## src/rtl/hale_consts.svh

```systemverilog
// Constants for the HDLC auto-mode link engine: offsets, fields, resets, times.
// Assumes inclusion from the package, the design modules and the testbench.
`ifndef HALE_CONSTS_SVH
`define HALE_CONSTS_SVH
`define HALE_OFF_MODE    8'h00
`define HALE_OFF_CMD     8'h04
`define HALE_OFF_TIMER   8'h08
`define HALE_OFF_STATUS  8'h0c
`define HALE_OFF_EVENT   8'h10
`define HALE_OFF_TXDATA  8'h14
`define HALE_OFF_RXDATA  8'h18
`define HALE_OFF_ADRLOW  8'h1c
`define HALE_OFF_ADRHIGH 8'h20
`define HALE_OFF_CHANNEL_CONFIG_THREE    8'h24
`define HALE_OFF_LINE    8'h28
// Mode register fields
`define HALE_MODE_MODE_SELECT_LOW   0
`define HALE_MODE_MODE_SELECT_HIGH   1
`define HALE_MODE_ADM    2
`define HALE_MODE_TMD    3
`define HALE_MODE_RNR    4
`define HALE_MODE_RESET  8'h00
// Command register bits (write one to issue)
`define HALE_CMD_XIF     0
`define HALE_CMD_XTF     1
`define HALE_CMD_RHR     2
`define HALE_CMD_XRES    3
// Mode codes
`define HALE_MDS_AUTO    2'b00
`define HALE_MDS_NONAUTO 2'b01
`define HALE_MDS_TRANS   2'b10
`define HALE_MDS_EXT     2'b11
// Timer register: period [15:0] in units, retry count [19:16]
`define HALE_TIMER_RESET 32'h0003_0010
`define HALE_TUNIT_NS    1000
`define HALE_CLK_NS      25
`define HALE_TUNIT_CYC   ((`HALE_TUNIT_NS + `HALE_CLK_NS - 1) / `HALE_CLK_NS)
// Event bits
`define HALE_EV_ALL_SENT_EVENT     0
`define HALE_EV_XMR      1
`define HALE_EV_TIN      2
`define HALE_EV_XPR      3
`define HALE_EV_RSC      4
`define HALE_EV_PCE      5
`define HALE_EV_RME      6
// Frame kinds on the line port
`define HALE_FK_I        3'd0
`define HALE_FK_RR       3'd1
`define HALE_FK_RNR      3'd2
`define HALE_FK_REJ      3'd3
`define HALE_FK_U        3'd4
`define HALE_FK_TRANS    3'd5
`define HALE_FIFO_DEPTH  64
`define HALE_FIFO_AW     6
`endif

```

## src/rtl/hale_pkg.sv

```systemverilog
// Types for the HDLC auto-mode link engine.
// Assumes hale_consts.svh is on the include path.
`include "hale_consts.svh"
package hale_pkg;
  typedef enum logic [2:0] {
    HALE_IDLE, HALE_SEND, HALE_WAIT_ACK, HALE_POLL, HALE_TAIL
  } hale_st_t;
  typedef logic [7:0] hale_byte_t;
endpackage : hale_pkg

```

## src/rtl/hale_fifo_mem.sv

```systemverilog
// Byte memory for one queue, read data registered.
// Assumes one write and one read port on sys_clk.
`timescale 1ns/1ps
`include "hale_consts.svh"
module hale_fifo_mem (
  input  wire logic                   sys_clk,
  input  wire logic                   we,
  input  wire logic [`HALE_FIFO_AW-1:0] waddr,
  input  wire logic [7:0]             wdata,
  input  wire logic [`HALE_FIFO_AW-1:0] raddr,
  output logic      [7:0]             rdata
);
  logic [7:0] mem [`HALE_FIFO_DEPTH];
  // Plain synchronous RAM, no reset needed on contents
  always_ff @(posedge sys_clk) begin
    if (we) begin
      mem[waddr] <= wdata;
    end
    rdata <= mem[raddr];
  end
endmodule : hale_fifo_mem

```

## src/rtl/hale_link_engine.sv

```systemverilog
// HDLC channel auto-mode layer-2 engine with APB registers and byte line port.
// Assumes a framer outside handles flags/CRC and presents decoded frames.
`timescale 1ns/1ps
`include "hale_consts.svh"
module hale_link_engine (
  input  wire logic          sys_clk,
  input  wire logic          rst,
  input  wire logic          psel,
  input  wire logic          penable,
  input  wire logic          pwrite,
  input  wire logic [7:0]    paddr,
  input  wire logic [31:0]   pwdata,
  output logic      [31:0]   prdata,
  output logic               pready,
  output logic               pslverr,
  input  wire logic          rx_valid,
  input  wire logic [2:0]    rx_kind,
  input  wire logic          rx_pf,
  input  wire logic [6:0]    rx_ns,
  input  wire logic [6:0]    rx_nr,
  input  wire logic          rx_ifield,
  input  wire logic          rx_byte_valid,
  input  wire logic [7:0]    rx_byte,
  output logic               tx_valid,
  output logic      [7:0]    tx_byte,
  input  wire logic          tx_ready,
  output logic               tx_start,
  output logic      [2:0]    tx_kind,
  output logic               tx_pf,
  output logic      [6:0]    tx_ns,
  output logic      [6:0]    tx_nr,
  output logic               tx_raw,
  output logic               tx_no_crc
);
  import hale_pkg::*;

  typedef struct packed {
    logic [7:0]  mode;
    logic [31:0] timer;
    logic [7:0]  adr_high;
    logic [7:0]  channel_config_three;
    logic [6:0]  ev;
    logic [7:0]  adr_low;
    hale_st_t    st;
    logic        tx_is_i;
    logic [6:0]  vs;
    logic [6:0]  vr;
    logic        remote_busy;
    logic [15:0] unit_cnt;
    logic [15:0] per_cnt;
    logic [3:0]  tries;
    logic [6:0]  txw;
    logic [6:0]  txr;
    logic [6:0]  rxw;
    logic [6:0]  rxr;
    logic        tx_blocked;
    logic        tx_go;
    logic        s_pend;
    logic [2:0]  s_kind;
    logic        s_pf;
    logic [7:0]  tx_data;
    logic        tx_v;
    logic [31:0] rdata;
    logic        rd_done;
    logic [6:0]  txw_vis;
  } hale_state_t;

  hale_state_t state_reg;
  hale_state_t state_next;
  logic [7:0]  txq_rd;
  logic [7:0]  rxq_rd;
  logic        apb_wr;
  logic        apb_rd;
  logic        txq_full;
  logic        rxq_full;
  logic        txq_we;
  logic        rxq_we;
  logic        in_ext;
  logic        in_auto;

  assign apb_wr  = psel & penable & pwrite;
  assign apb_rd  = psel & penable & ~pwrite & ~state_reg.rd_done;
  assign in_ext  = state_reg.mode[`HALE_MODE_MODE_SELECT_HIGH] &
                   state_reg.mode[`HALE_MODE_MODE_SELECT_LOW];
  assign in_auto = ~state_reg.mode[`HALE_MODE_MODE_SELECT_HIGH] &
                   ~state_reg.mode[`HALE_MODE_MODE_SELECT_LOW];
  assign txq_full = (state_reg.txw - state_reg.txr) == 7'h40;
  assign rxq_full = (state_reg.rxw - state_reg.rxr) == 7'h40;
  assign txq_we = apb_wr && paddr == `HALE_OFF_TXDATA && !txq_full;
  // Extended mode 1 and every framed mode feed the receive queue
  assign rxq_we = rx_byte_valid && !rxq_full &&
                  (!in_ext || state_reg.mode[`HALE_MODE_ADM]);

  hale_fifo_mem u_txq (
    .sys_clk (sys_clk),
    .we      (txq_we),
    .waddr   (state_reg.txw[5:0]),
    .wdata   (pwdata[7:0]),
    .raddr   (state_next.txr[5:0]),
    .rdata   (txq_rd)
  );

  hale_fifo_mem u_rxq (
    .sys_clk (sys_clk),
    .we      (rxq_we),
    .waddr   (state_reg.rxw[5:0]),
    .wdata   (rx_byte),
    .raddr   (state_next.rxr[5:0]),
    .rdata   (rxq_rd)
  );

  // Writes end at once; reads take one wait state so the data stands
  // in a register at the edge where pready is sampled
  assign pready  = ~(psel & penable & ~pwrite) | state_reg.rd_done;
  assign pslverr = 1'b0;
  assign prdata  = state_reg.rdata;

  // Line outputs come straight from state
  assign tx_valid  = state_reg.tx_v;
  assign tx_byte   = state_reg.tx_data;
  assign tx_raw    = in_ext;
  assign tx_no_crc = state_reg.channel_config_three[0];

  // Frame starts: S frames win over queued data
  always_comb begin
    tx_start = 1'b0;
    tx_kind  = `HALE_FK_RR;
    tx_pf    = 1'b0;
    tx_ns    = state_reg.vs;
    tx_nr    = state_reg.vr;
    if (state_reg.s_pend) begin
      tx_start = 1'b1;
      tx_kind  = state_reg.s_kind;
      tx_pf    = state_reg.s_pf;
    end else if (state_reg.tx_go) begin
      tx_start = 1'b1;
      tx_kind  = state_reg.tx_is_i ? `HALE_FK_I : `HALE_FK_TRANS;
    end
  end

  // Main next-state logic
  always_comb begin
    logic [6:0]  msk;
    logic        acked;
    logic        tick;
    logic        expire;
    logic [6:0]  ev_clr;
    state_next = state_reg;
    // Events gather this cycle's sets only; merged with clears at the end
    state_next.ev = 7'h00;
    ev_clr = 7'h00;
    state_next.rd_done = apb_rd;
    state_next.txw_vis = state_reg.txw;
    msk = state_reg.adr_high[0] ? 7'h7f : 7'h07;
    acked = 1'b0;
    tick = 1'b0;
    expire = 1'b0;
    if (tx_start) begin
      state_next.s_pend = 1'b0;
      if (!state_reg.s_pend) begin
        state_next.tx_go = 1'b0;
      end
    end
    // Timer base: one unit per period count
    if (state_reg.st == HALE_WAIT_ACK || state_reg.st == HALE_POLL ||
        state_reg.st == HALE_TAIL) begin
      if (state_reg.unit_cnt == 16'(`HALE_TUNIT_CYC - 1)) begin
        state_next.unit_cnt = 16'h0000;
        tick = 1'b1;
      end else begin
        state_next.unit_cnt = state_reg.unit_cnt + 16'h0001;
      end
      if (tick) begin
        if (state_reg.per_cnt >= state_reg.timer[15:0]) begin
          state_next.per_cnt = 16'h0000;
          expire = 1'b1;
        end else begin
          state_next.per_cnt = state_reg.per_cnt + 16'h0001;
        end
      end
    end
    // Transmit byte stream; the length is never judged here
    if (state_reg.tx_v && tx_ready) begin
      state_next.tx_v = 1'b0;
    end
    // Bytes leave only after the frame start, or freely in extended mode;
    // a byte counts a cycle after its write, once the read port holds it
    if ((!state_reg.tx_v || tx_ready) && !state_reg.tx_blocked &&
        (in_ext || (state_reg.st == HALE_SEND && !state_reg.tx_go)) &&
        state_reg.txw_vis != state_reg.txr) begin
      state_next.tx_data = txq_rd;
      state_next.tx_v = 1'b1;
      state_next.txr = state_reg.txr + 7'h01;
      if (state_reg.txw_vis - state_reg.txr == 7'h01) begin
        if (state_reg.st == HALE_SEND && state_reg.tx_is_i) begin
          state_next.tx_blocked = 1'b1;
          state_next.st = HALE_WAIT_ACK;
          state_next.unit_cnt = 16'h0000;
          state_next.per_cnt = 16'h0000;
          state_next.tries = 4'h0;
        end else begin
          state_next.ev[`HALE_EV_XPR] = 1'b1;
          if (state_reg.st == HALE_SEND) begin
            state_next.st = HALE_IDLE;
          end
        end
      end
    end
    // Receive byte into low-address compare register
    if (rx_byte_valid && in_ext) begin
      state_next.adr_low = rx_byte;
    end
    if (rxq_we) begin
      state_next.rxw = state_reg.rxw + 7'h01;
    end
    // Received frames
    if (rx_valid && in_auto) begin
      if (rx_kind == `HALE_FK_U) begin
        state_next.ev[`HALE_EV_RME] = 1'b1;
      end else begin
        // Window one: N(R) ack means LSB differs from the local send count vs
        acked = (rx_nr[0] != state_reg.vs[0]);
        if (rx_kind == `HALE_FK_I) begin
          if (state_reg.mode[`HALE_MODE_RNR]) begin
            state_next.s_pend = 1'b1;
            state_next.s_kind = `HALE_FK_RNR;
            state_next.s_pf = rx_pf;
          end else begin
            if (rx_ns[0] == state_reg.vr[0]) begin
              state_next.vr = (state_reg.vr + 7'h01) & msk;
              state_next.ev[`HALE_EV_RME] = 1'b1;
            end
            // Sequence errors are silently confirmed
            state_next.s_pend = 1'b1;
            state_next.s_kind = `HALE_FK_RR;
            state_next.s_pf = rx_pf;
          end
        end else begin
          if (rx_ifield) begin
            state_next.ev[`HALE_EV_PCE] = 1'b1;
          end
          if ((rx_kind == `HALE_FK_RNR) != state_reg.remote_busy) begin
            state_next.ev[`HALE_EV_RSC] = 1'b1;
          end
          state_next.remote_busy = (rx_kind == `HALE_FK_RNR);
          if (rx_kind == `HALE_FK_RNR && state_reg.st == HALE_IDLE) begin
            state_next.st = HALE_POLL;
            state_next.tx_blocked = 1'b1;
            state_next.unit_cnt = 16'h0000;
            state_next.per_cnt = 16'h0000;
            state_next.tries = 4'h0;
          end
          if (rx_pf && !rx_ifield) begin
            state_next.s_pend = 1'b1;
            state_next.s_kind = state_reg.mode[`HALE_MODE_RNR] ?
                                `HALE_FK_RNR : `HALE_FK_RR;
            state_next.s_pf = 1'b1;
          end
        end
        if (state_reg.st == HALE_WAIT_ACK || state_reg.st == HALE_POLL) begin
          if (acked && rx_kind != `HALE_FK_RNR) begin
            if (state_reg.st == HALE_WAIT_ACK) begin
              state_next.vs = (state_reg.vs + 7'h01) & msk;
            end
            state_next.ev[`HALE_EV_ALL_SENT_EVENT] = 1'b1;
            state_next.st = HALE_IDLE;
            state_next.tx_blocked = 1'b0;
          end else if (state_reg.st == HALE_POLL &&
                       rx_kind == `HALE_FK_REJ) begin
            state_next.ev[`HALE_EV_XMR] = 1'b1;
            state_next.st = HALE_IDLE;
            state_next.tx_blocked = 1'b0;
          end else if (rx_kind != `HALE_FK_RNR &&
                       state_reg.st == HALE_POLL && state_reg.tries != 0) begin
            state_next.ev[`HALE_EV_XMR] = 1'b1;
            state_next.st = HALE_IDLE;
            state_next.tx_blocked = 1'b0;
          end else if (!acked && rx_kind != `HALE_FK_I && rx_kind !=
                       `HALE_FK_RNR) begin
            state_next.ev[`HALE_EV_PCE] = 1'b1;
          end
        end
      end
    end else if (rx_valid && rx_kind == `HALE_FK_U) begin
      state_next.ev[`HALE_EV_RME] = 1'b1;
    end
    // Retry period expiry: poll with p set and count up tries; at the retry limit raise TIN, and in TAIL end the wait
    if (expire) begin
      if (state_reg.st == HALE_TAIL) begin
        state_next.ev[`HALE_EV_ALL_SENT_EVENT] = 1'b1;
        state_next.st = HALE_IDLE;
        state_next.tx_blocked = 1'b0;
      end else if (state_reg.tries >= state_reg.timer[19:16]) begin
        state_next.ev[`HALE_EV_TIN] = 1'b1;
        if (state_reg.remote_busy) begin
          state_next.st = HALE_TAIL;
        end else begin
          state_next.st = HALE_IDLE;
          state_next.tx_blocked = 1'b0;
        end
      end else begin
        state_next.tries = state_reg.tries + 4'h1;
        state_next.st = HALE_POLL;
        state_next.s_pend = 1'b1;
        state_next.s_kind = state_reg.mode[`HALE_MODE_RNR] ?
                            `HALE_FK_RNR : `HALE_FK_RR;
        state_next.s_pf = 1'b1;
      end
    end
    // Register writes
    if (apb_wr) begin
      unique case (paddr)
        `HALE_OFF_MODE:    state_next.mode = pwdata[7:0];
        `HALE_OFF_TIMER:   state_next.timer = pwdata;
        `HALE_OFF_ADRHIGH: state_next.adr_high = pwdata[7:0];
        `HALE_OFF_CHANNEL_CONFIG_THREE:    state_next.channel_config_three = pwdata[7:0];
        `HALE_OFF_TXDATA: begin
          if (!txq_full) begin
            state_next.txw = state_reg.txw + 7'h01;
          end
        end
        `HALE_OFF_EVENT: begin
          // Write one to clear; a same-cycle set survives
          ev_clr = pwdata[6:0];
        end
        `HALE_OFF_CMD: begin
          if (pwdata[`HALE_CMD_XIF] && in_auto) begin
            state_next.st = HALE_SEND;
            state_next.tx_is_i = 1'b1;
            state_next.tx_go = 1'b1;
          end else if (pwdata[`HALE_CMD_XTF]) begin
            state_next.st = HALE_SEND;
            state_next.tx_is_i = 1'b0;
            state_next.tx_go = 1'b1;
          end
          if (pwdata[`HALE_CMD_RHR]) begin
            state_next.vs = 7'h00;
            state_next.vr = 7'h00;
            state_next.remote_busy = 1'b0;
            state_next.st = HALE_IDLE;
            state_next.tx_blocked = 1'b0;
            state_next.s_pend = 1'b0;
          end
          if (pwdata[`HALE_CMD_XRES]) begin
            state_next.txw = 7'h00;
            state_next.txr = 7'h00;
            state_next.txw_vis = 7'h00;
            state_next.tx_v = 1'b0;
          end
        end
        default: ;
      endcase
    end
    // Register reads; receive data pops the queue
    if (apb_rd) begin
      unique case (paddr)
        `HALE_OFF_MODE:    state_next.rdata = {24'h0, state_reg.mode};
        `HALE_OFF_TIMER:   state_next.rdata = state_reg.timer;
        `HALE_OFF_ADRHIGH: state_next.rdata = {24'h0, state_reg.adr_high};
        `HALE_OFF_CHANNEL_CONFIG_THREE:    state_next.rdata = {24'h0, state_reg.channel_config_three};
        `HALE_OFF_ADRLOW:  state_next.rdata = {24'h0, state_reg.adr_low};
        `HALE_OFF_EVENT:   state_next.rdata = {25'h0, state_reg.ev};
        `HALE_OFF_STATUS:  state_next.rdata = {10'h0, state_reg.vs,
                              state_reg.vr, 2'h0, state_reg.remote_busy,
                              state_reg.tx_blocked, 1'b0, state_reg.st};
        `HALE_OFF_RXDATA: begin
          state_next.rdata = {24'h0, rxq_rd};
          if (state_reg.rxw != state_reg.rxr) begin
            state_next.rxr = state_reg.rxr + 7'h01;
          end
        end
        default: state_next.rdata = 32'h0000_0000;
      endcase
    end
    // Set wins over a same-cycle clear
    state_next.ev = (state_reg.ev & ~ev_clr) | state_next.ev;
  end

  // Single state register; reset gives an idle balanced station
  always_ff @(posedge sys_clk) begin
    if (rst) begin
      state_reg <= '0;
      state_reg.mode <= `HALE_MODE_RESET;
      state_reg.timer <= `HALE_TIMER_RESET;
      state_reg.st <= HALE_IDLE;
    end else begin
      state_reg <= state_next;
    end
  end

  // I-frame send must block the queue while the ack is awaited
  block_on_i_a: assert property (
    @(posedge sys_clk) disable iff (rst)
    (state_reg.st == HALE_WAIT_ACK) |-> state_reg.tx_blocked)
    else $error("queue not blocked while waiting for ack");
  // Extended mode: each received byte shows in the compare register
  adr_low_byte_a: assert property (
    @(posedge sys_clk) disable iff (rst)
    (rx_byte_valid && in_ext) |=> state_reg.adr_low == $past(rx_byte))
    else $error("received byte missing from compare register");
  // Out-of-sequence I-frame: RR reply, nothing handed on
  seq_err_reply_a: assert property (
    @(posedge sys_clk) disable iff (rst)
    (rx_valid && in_auto && rx_kind == `HALE_FK_I && !apb_wr &&
     !state_reg.mode[`HALE_MODE_RNR] && rx_ns[0] != state_reg.vr[0])
    |=> tx_start && tx_kind == `HALE_FK_RR &&
        $stable(state_reg.ev[`HALE_EV_RME]))
    else $error("sequence error not answered silently");
  // Local busy: I-frame refused with a busy reply
  busy_reject_a: assert property (
    @(posedge sys_clk) disable iff (rst)
    (rx_valid && in_auto && rx_kind == `HALE_FK_I && !apb_wr &&
     state_reg.mode[`HALE_MODE_RNR])
    |=> tx_start && tx_kind == `HALE_FK_RNR &&
        $stable(state_reg.ev[`HALE_EV_RME]))
    else $error("busy station accepted an I-frame");
  // Unnumbered frames always reach the host
  u_frame_host_a: assert property (
    @(posedge sys_clk) disable iff (rst)
    (rx_valid && rx_kind == `HALE_FK_U && !apb_wr)
    |=> state_reg.ev[`HALE_EV_RME])
    else $error("unnumbered frame not handed to host");
  // Positive ack ends the wait: queue free again, all-sent raised
  ack_release_a: assert property (
    @(posedge sys_clk) disable iff (rst)
    (rx_valid && in_auto && rx_kind == `HALE_FK_RR && !apb_wr &&
     state_reg.st == HALE_WAIT_ACK && rx_nr[0] != state_reg.vs[0])
    |=> !state_reg.tx_blocked && state_reg.ev[`HALE_EV_ALL_SENT_EVENT])
    else $error("ack did not release the queue");
endmodule : hale_link_engine

```

## config.mk

```make
export PLATFORM = sky130hd
export DESIGN_NAME = hale_link_engine
export DESIGN_NICKNAME = d
export VERILOG_FILES = /design/src/rtl/hale_pkg.sv /design/src/rtl/hale_fifo_mem.sv /design/src/rtl/hale_link_engine.sv
export VERILOG_INCLUDE_DIRS = /design/src /design/src/rtl
export SDC_FILE = /design/constraint.sdc
export NUM_CORES = 2
export LEC_CHECK = 0
export ABC_CLOCK_PERIOD_IN_PS = 5400
export CAP_MARGIN = 0
export CORE_ASPECT_RATIO = 0.7
export CORE_UTILIZATION = 36
export DETAILED_ROUTE_END_ITERATION = 12
export DONT_BUFFER_PORTS = 1
export GPL_TIMING_DRIVEN = 0
export HOLD_SLACK_MARGIN = 0.15
export PLACE_DENSITY = 0.59
export SETUP_SLACK_MARGIN = 0.4
export SYNTH_ARGS = -nofsm -noshare
export SYNTH_HDL_FRONTEND = slang
export SYNTH_SLANG_ARGS = --single-unit
export TNS_END_PERCENT = 10
```

## constraint.sdc

```tcl
create_clock -name sys_clk -period 5.4 [get_ports sys_clk]
set_input_delay 1.62 -clock sys_clk [delete_from_list [all_inputs] [get_ports sys_clk]]
set_output_delay 1.62 -clock sys_clk [all_outputs]
set_load 0.03 [all_outputs]
```

# After elaboration in Yosys (flattened, before gate mapping)
# Memory sizes are Yosys's and may differ from the RTL's. A register that Yosys moved wholly into a read port is not among the register bits.
# Index checks and enable logic that the tools add are counted.
[totals] mem_bits_rw=1024 output_inout_bits=64 reg_bits=210 wordCells=280 input_bits=75 memories=2
[mem_list] name="u_rxq.mem" depth=64 width=8 read_ports=1 rd_clocked_by_memory_dff=1 wr=1 line="hale_fifo_mem.sv:13" source="logic [7:0] mem [`HALE_FIFO_DEPTH];"
[mem_list] name="u_txq.mem" depth=64 width=8 read_ports=1 rd_clocked_by_memory_dff=1 wr=1 line="hale_fifo_mem.sv:13"
[classes] n_eq_ne=28 bitwise=17 n_lt_le_gt_ge=2 mux=141 addsub=12 reduce_logical=49
[ops] operator="$pmux 32 s8" n=1
[ops] operator="$mux 36" n=4
[ops] operator="$mux 7" n=16
[ops] operator="$mux 51" n=2
[ops] operator="$mux 3" n=23
[ops] operator="$mux 1" n=62
[ops] operator="$mux 16" n=3
[ops] operator="$add 7x1->7 const B" n=6
[ops] operator="$mux 19" n=2
[ops] operator="$mux 37" n=1
[ops] operator="$mux 5" n=7
[ops] operator="$add 16x1->16 const B" n=2
[ops] operator="$eq 8x5->1 const B" n=4
[ops] operator="$mux 32" n=1
[ops] operator="$logic_and 1x1->1" n=22
[ops] operator="$and 7x7->7" n=3
[ops] operator="$sub 7x7->7" n=3
[ops] operator="$mux 4" n=5
[ops] operator="$mux 6" n=3
[ops] operator="$eq 16x6->1 const B" n=1
[ops] operator="$eq 8x4->1 const B" n=2
[ops] operator="$eq 8x6->1 const B" n=2
[ops] operator="$ge 16x16->1" n=1
[ops] operator="$mux 2" n=8
[ops] operator="31 further kinds" n=65

# Longest topological paths before layout
[logic_depth] depth_word=21 mapped_depth=16 depth_no_buf=12

# Cells and area by module
# A second synthesis with hierarchy kept.
[hier_totals] hier_cells=3232 area_unflattened_um2=51092.8
[modules_own_cells] mod="hale_fifo_mem at u_txq" area_per_inst_um2=20166.8 seq_area_each_um2=15534.9 cells_each=940 instances=1
[modules_own_cells] mod="hale_fifo_mem at u_rxq" area_per_inst_um2=20095.5 seq_area_each_um2=15534.9 cells_each=958 instances=1
[modules_own_cells] mod="hale_link_engine" area_per_inst_um2=10830.4 seq_area_each_um2=4204.0 cells_each=1334 instances=1

# Least setup slack after synthesis
# Ideal clock, no wire load.
[synth_path] path_type="input -> output" from="in penable" to="out pready" t_required_ns=3.780 n_path_buf=3 cell_stages=5 arrival_ns=2.763 slack_ns=1.017 path_cell_list="nor4bb_1 > buf_2 > inv_2 > clkbuf_1 > buf_1"
[synth_via] elab_chain_cells=4
[synth_lines] item="from (decl)" line="hale_link_engine.sv:9" source="input wire logic penable,"
[synth_lines] item="$and 1x1->1 (2 in series)" line="hale_link_engine.sv:114" source="assign pready = ~(psel & penable & ~pwrite) | state_reg.rd_done;"
[synth_lines] item="$not 1->1" line="hale_link_engine.sv:114"
[synth_lines] item="$or 1x1->1" line="hale_link_engine.sv:114"
[synth_lines] item="to (decl)" line="hale_link_engine.sv:14" source="output logic pready,"
# No other way between the ends.

# Final worst setup path
[layout_path] from="reg state_reg[57] (netlist bit)" to="reg u_rxq.rdata[1] (read register of u_rxq.mem)"
[layout_via] elab_chain_cells=4 elab_cells_between_ends=5 classes_between="1 x add/sub; 1 x eq/ne; 3 x mux"
[layout_lines] item="from (decl)" line="hale_link_engine.sv:68" source="hale_state_t state_reg;"
[layout_lines] item="from (signal assigned)" line="hale_link_engine.sv:387" source="state_reg <= state_next;"
[layout_lines] item="$add 7x1->7 / $ne 7x7->1 (equally long branches)" line="hale_link_engine.sv:369, hale_link_engine.sv:368"
[layout_lines] item="$mux 6" line="hale_link_engine.sv:368" source="if (state_reg.rxw != state_reg.rxr) begin"
[layout_lines] item="$mux 6" line="hale_link_engine.sv:356" source="unique case (paddr)"
[layout_lines] item="$mux 6 *" line="hale_link_engine.sv:355" source="if (apb_rd) begin"
[layout_lines] item="to (decl)" line="hale_fifo_mem.sv:11" source="output logic [7:0] rdata"
# Every way passes the cells marked *; elsewhere a longest branch is shown, timed or not.
# A chain may end at the register's enable or synchronous reset.

==> metrics <==
share of post-route cells with drive strength above 1 12.7%; Synthesized Nets 4130; I/O pin cnt 139; worst-path cell chain buf_4, clkbuf_4, inv_1, ha_1, nand2_1, nor3_4, nor4_2, xnor2_2, clkbuf_2, clkbuf_1, nor3_1, a21oi_1, a2bb2oi_1, o2111ai_1; worst hold path type register to register; drt total wl 167000 um; CTS clk-pin slew, worst paths 0.07 ns; DR iter-0 viols 5153; die height 320 um; Slew HR 10.3%; Core ar. 143000 um2; initial antenna violation count 8; Avg Cell Area, Syn 13.0 um2; HPWL after detailed placement 116000 um; total number of vias 35600; dpl ws -1.42 ns; area grow syn2layout 13.8%; critical path launch point type register; critical path's largest stage delay 0.68 ns; critical path class register to register; CP Capture Type register; starting density of the core 36.3%; P_leak 19.2 nW; via/cell ratio 5.79; PnR worst setup slack 0.156 ns; Final period util 97.1%; Final ANT Viol Nets 0; CTS tree yes; GRT Util Overall 22.6%; flops & latches, synth 1250; dominant cells by area after synthesis edfxtp_1 59%, dfxtp_1 8.7%, nand2_1 4.6%; Post-Synthesis Cells 4006; clock root buffer clkbuf_16; NumNets Final 4275; Design Area, Final 59200 um2; cell accounting for the most synthesized area edfxtp_1; Die Wd 456 um; Fillers 13300; Hold Buf Count CTS 0; TritonRoute pass-1 iters 6; total of max-cap violations 0; die area 146000 um2; Tightest Pin Transition 1.33 ns; GP Congestion 0.964; ys async rst share 0%; achievable frequency 0.191 GHz; CTS max path bufs 3; Final TNS setup 0 ns; unrepaired setup endpoints after global routing true; WHS 0.452 ns; latest clock arrival within the worst-skew pair 0.80 ns; clock skew 0.0431 ns; sequential area share after synthesis 67.9%; post-placement cell count 5895; crit path time final 5.24 ns; Synth Cell Area 52000 um2; final hold viol count 0; port bufs 0; post-layout util 41.3%; clock sink count 1250; maximum vdd drop 0.000269 V; DRC Markers 0; # H-tree levels 4; library cells used by synthesis 86; Tot Pwr 19.7 mW; synth warn 0; Worst EP arrival 5.83 ns; Post-synth EDFFs 1024; Final Setup Violations 0; status complete, no violations; leading register cell type out of synthesis edfxtp_1; grt total ovfl 0; CTS Buf Count 131; vias in the first global route 32600; max-slew violations 0; top-area cell type share of the netlist area 59.2%; Placed Area 54400 um2; WL/cell 27.2 um; Req. time, crit path 5.99 ns; row cnt 116; first-pass GRT wire length 238000 um; pin count of the biggest net entering global routing 73; crit-path max FO 10; Worst path slowest cell clkbuf_1; R2R setup slack 0.16 ns; PwrDens 333 nW/um2; Post-Layout Cell Count 6147
==> metal layers <==
layer	vias to the layer above	routed length [um]	track usage (%)
met2	1985	67000	30.3
met5	-	38	0
met1	18000	75800	34.8
li1	15300	-	-
met4	6	4480	6.64
met3	265	19900	6.01
==> area by class of cell <==
cell class	instances	area [um2]	area share, %
diodes	4	10.0	0.0169
clock inverters	59	628	1.06
clock buffers	178	3640	6.15
flip-flops and latches	1250	35300	59.6
inverters	47	176	0.298
well taps	1888	2360	3.99
repair buffers	12	106	0.180
multi-input cells	2430	15500	26.2
plain buffers	279	1440	2.44
==> repair_timing <==
action	CTS	global route
hold endpoints to repair	0	0
pin swaps	2	3
endpoints found under the setup margin	532	485
resized for setup	61	100
buffers inserted	7	4
==> cell usage after synthesis, types with 33 or more instances <==
cell	number
xor2_1	39
a221oi_1	51
a32oi_1	56
buf_1	33
buf_2	44
and3_1	40
mux2i_1	184
a22oi_1	39
clkbuf_1	134
buf_4	68
a21oi_1	149
a31oi_1	59
edfxtp_1	1024
o21ai_0	43
nand4_1	52
nor3_1	52
mux4_2	58
nand3_1	239
dfxtp_1	226
ha_1	48
a211oi_1	34
inv_1	44
nor2_1	318
nand2_1	642
==> cell usage in the layout, fill, tap and decap left out, types with 12 or more instances in the layout <==
cell type,count
nand4_1,52
ha_1,48
clkbuf_16,133
dfxtp_1,226
a32oi_1,55
a31oi_1,58
a21oi_1,149
buf_1,24
buf_2,45
nor3_1,51
xnor2_1,30
buf_4,80
o21a_1,12
inv_1,44
edfxtp_1,1024
and3_1,40
clkinv_1,12
clkinv_2,19
nor2_2,47
clkbuf_2,24
a21boi_0,13
nand3_1,238
mux4_2,58
mux2_2,14
mux2i_1,184
a22oi_1,35
clkbuf_8,14
a211oi_1,34
clkbuf_1,139
xor2_1,39
a221oi_1,51
or3_1,22
nor2_1,261
nor2b_1,17
nand2_1,642
o21ai_0,43
o22ai_1,19
==> worst paths after layout <==
check                                      end           start  depth (start not counted)
worst max-delay path            u_rxq.rdata[1]   state_reg[57]                         14
worst min-delay path                tx_byte[5]  u_txq.rdata[5]                          2
worst max register to register  u_rxq.rdata[1]   state_reg[57]                         14
worst min register to register      tx_byte[5]  u_txq.rdata[5]                          2
==> report_power, final <==
part	total [mW]	leakage [nW]	internal, mW	switching [mW]
sequential	10.4	11.0	10.4	0.00984
combinational	0.185	6.09	0.0475	0.137
clock	9.06	2.08	5.08	3.98
==> cell families after synthesis <==
family | after synthesis | synth area share (%)
and+or+nand+nor | 1482 | 12.8
DFF | 1250 | 67.9
AOI/OAI and AO/OA | 569 | 7.52
buffers and inverters | 326 | 2.95
muxes | 256 | 6.36
xor gates and xnor gates | 73 | 1.28
adders and majority gates | 49 | 1.19
other | 1 | 0.00721
==> worst max-delay path: cells and delay by family (launching register included) <==
| family | cells | cell delay, ns |
|---|---|---|
| flip-flops | 1 | 0.58 |
| AO/OA/AOI/OAI | 3 | 0.84 |
| buffers and inverters | 5 | 1.92 |
| XOR/XNOR | 1 | 0.58 |
| adder cells (fa/ha/maj) | 1 | 0.29 |
| AND/OR/NAND/NOR | 4 | 0.81 |
(Power assumes the default switching activity.)
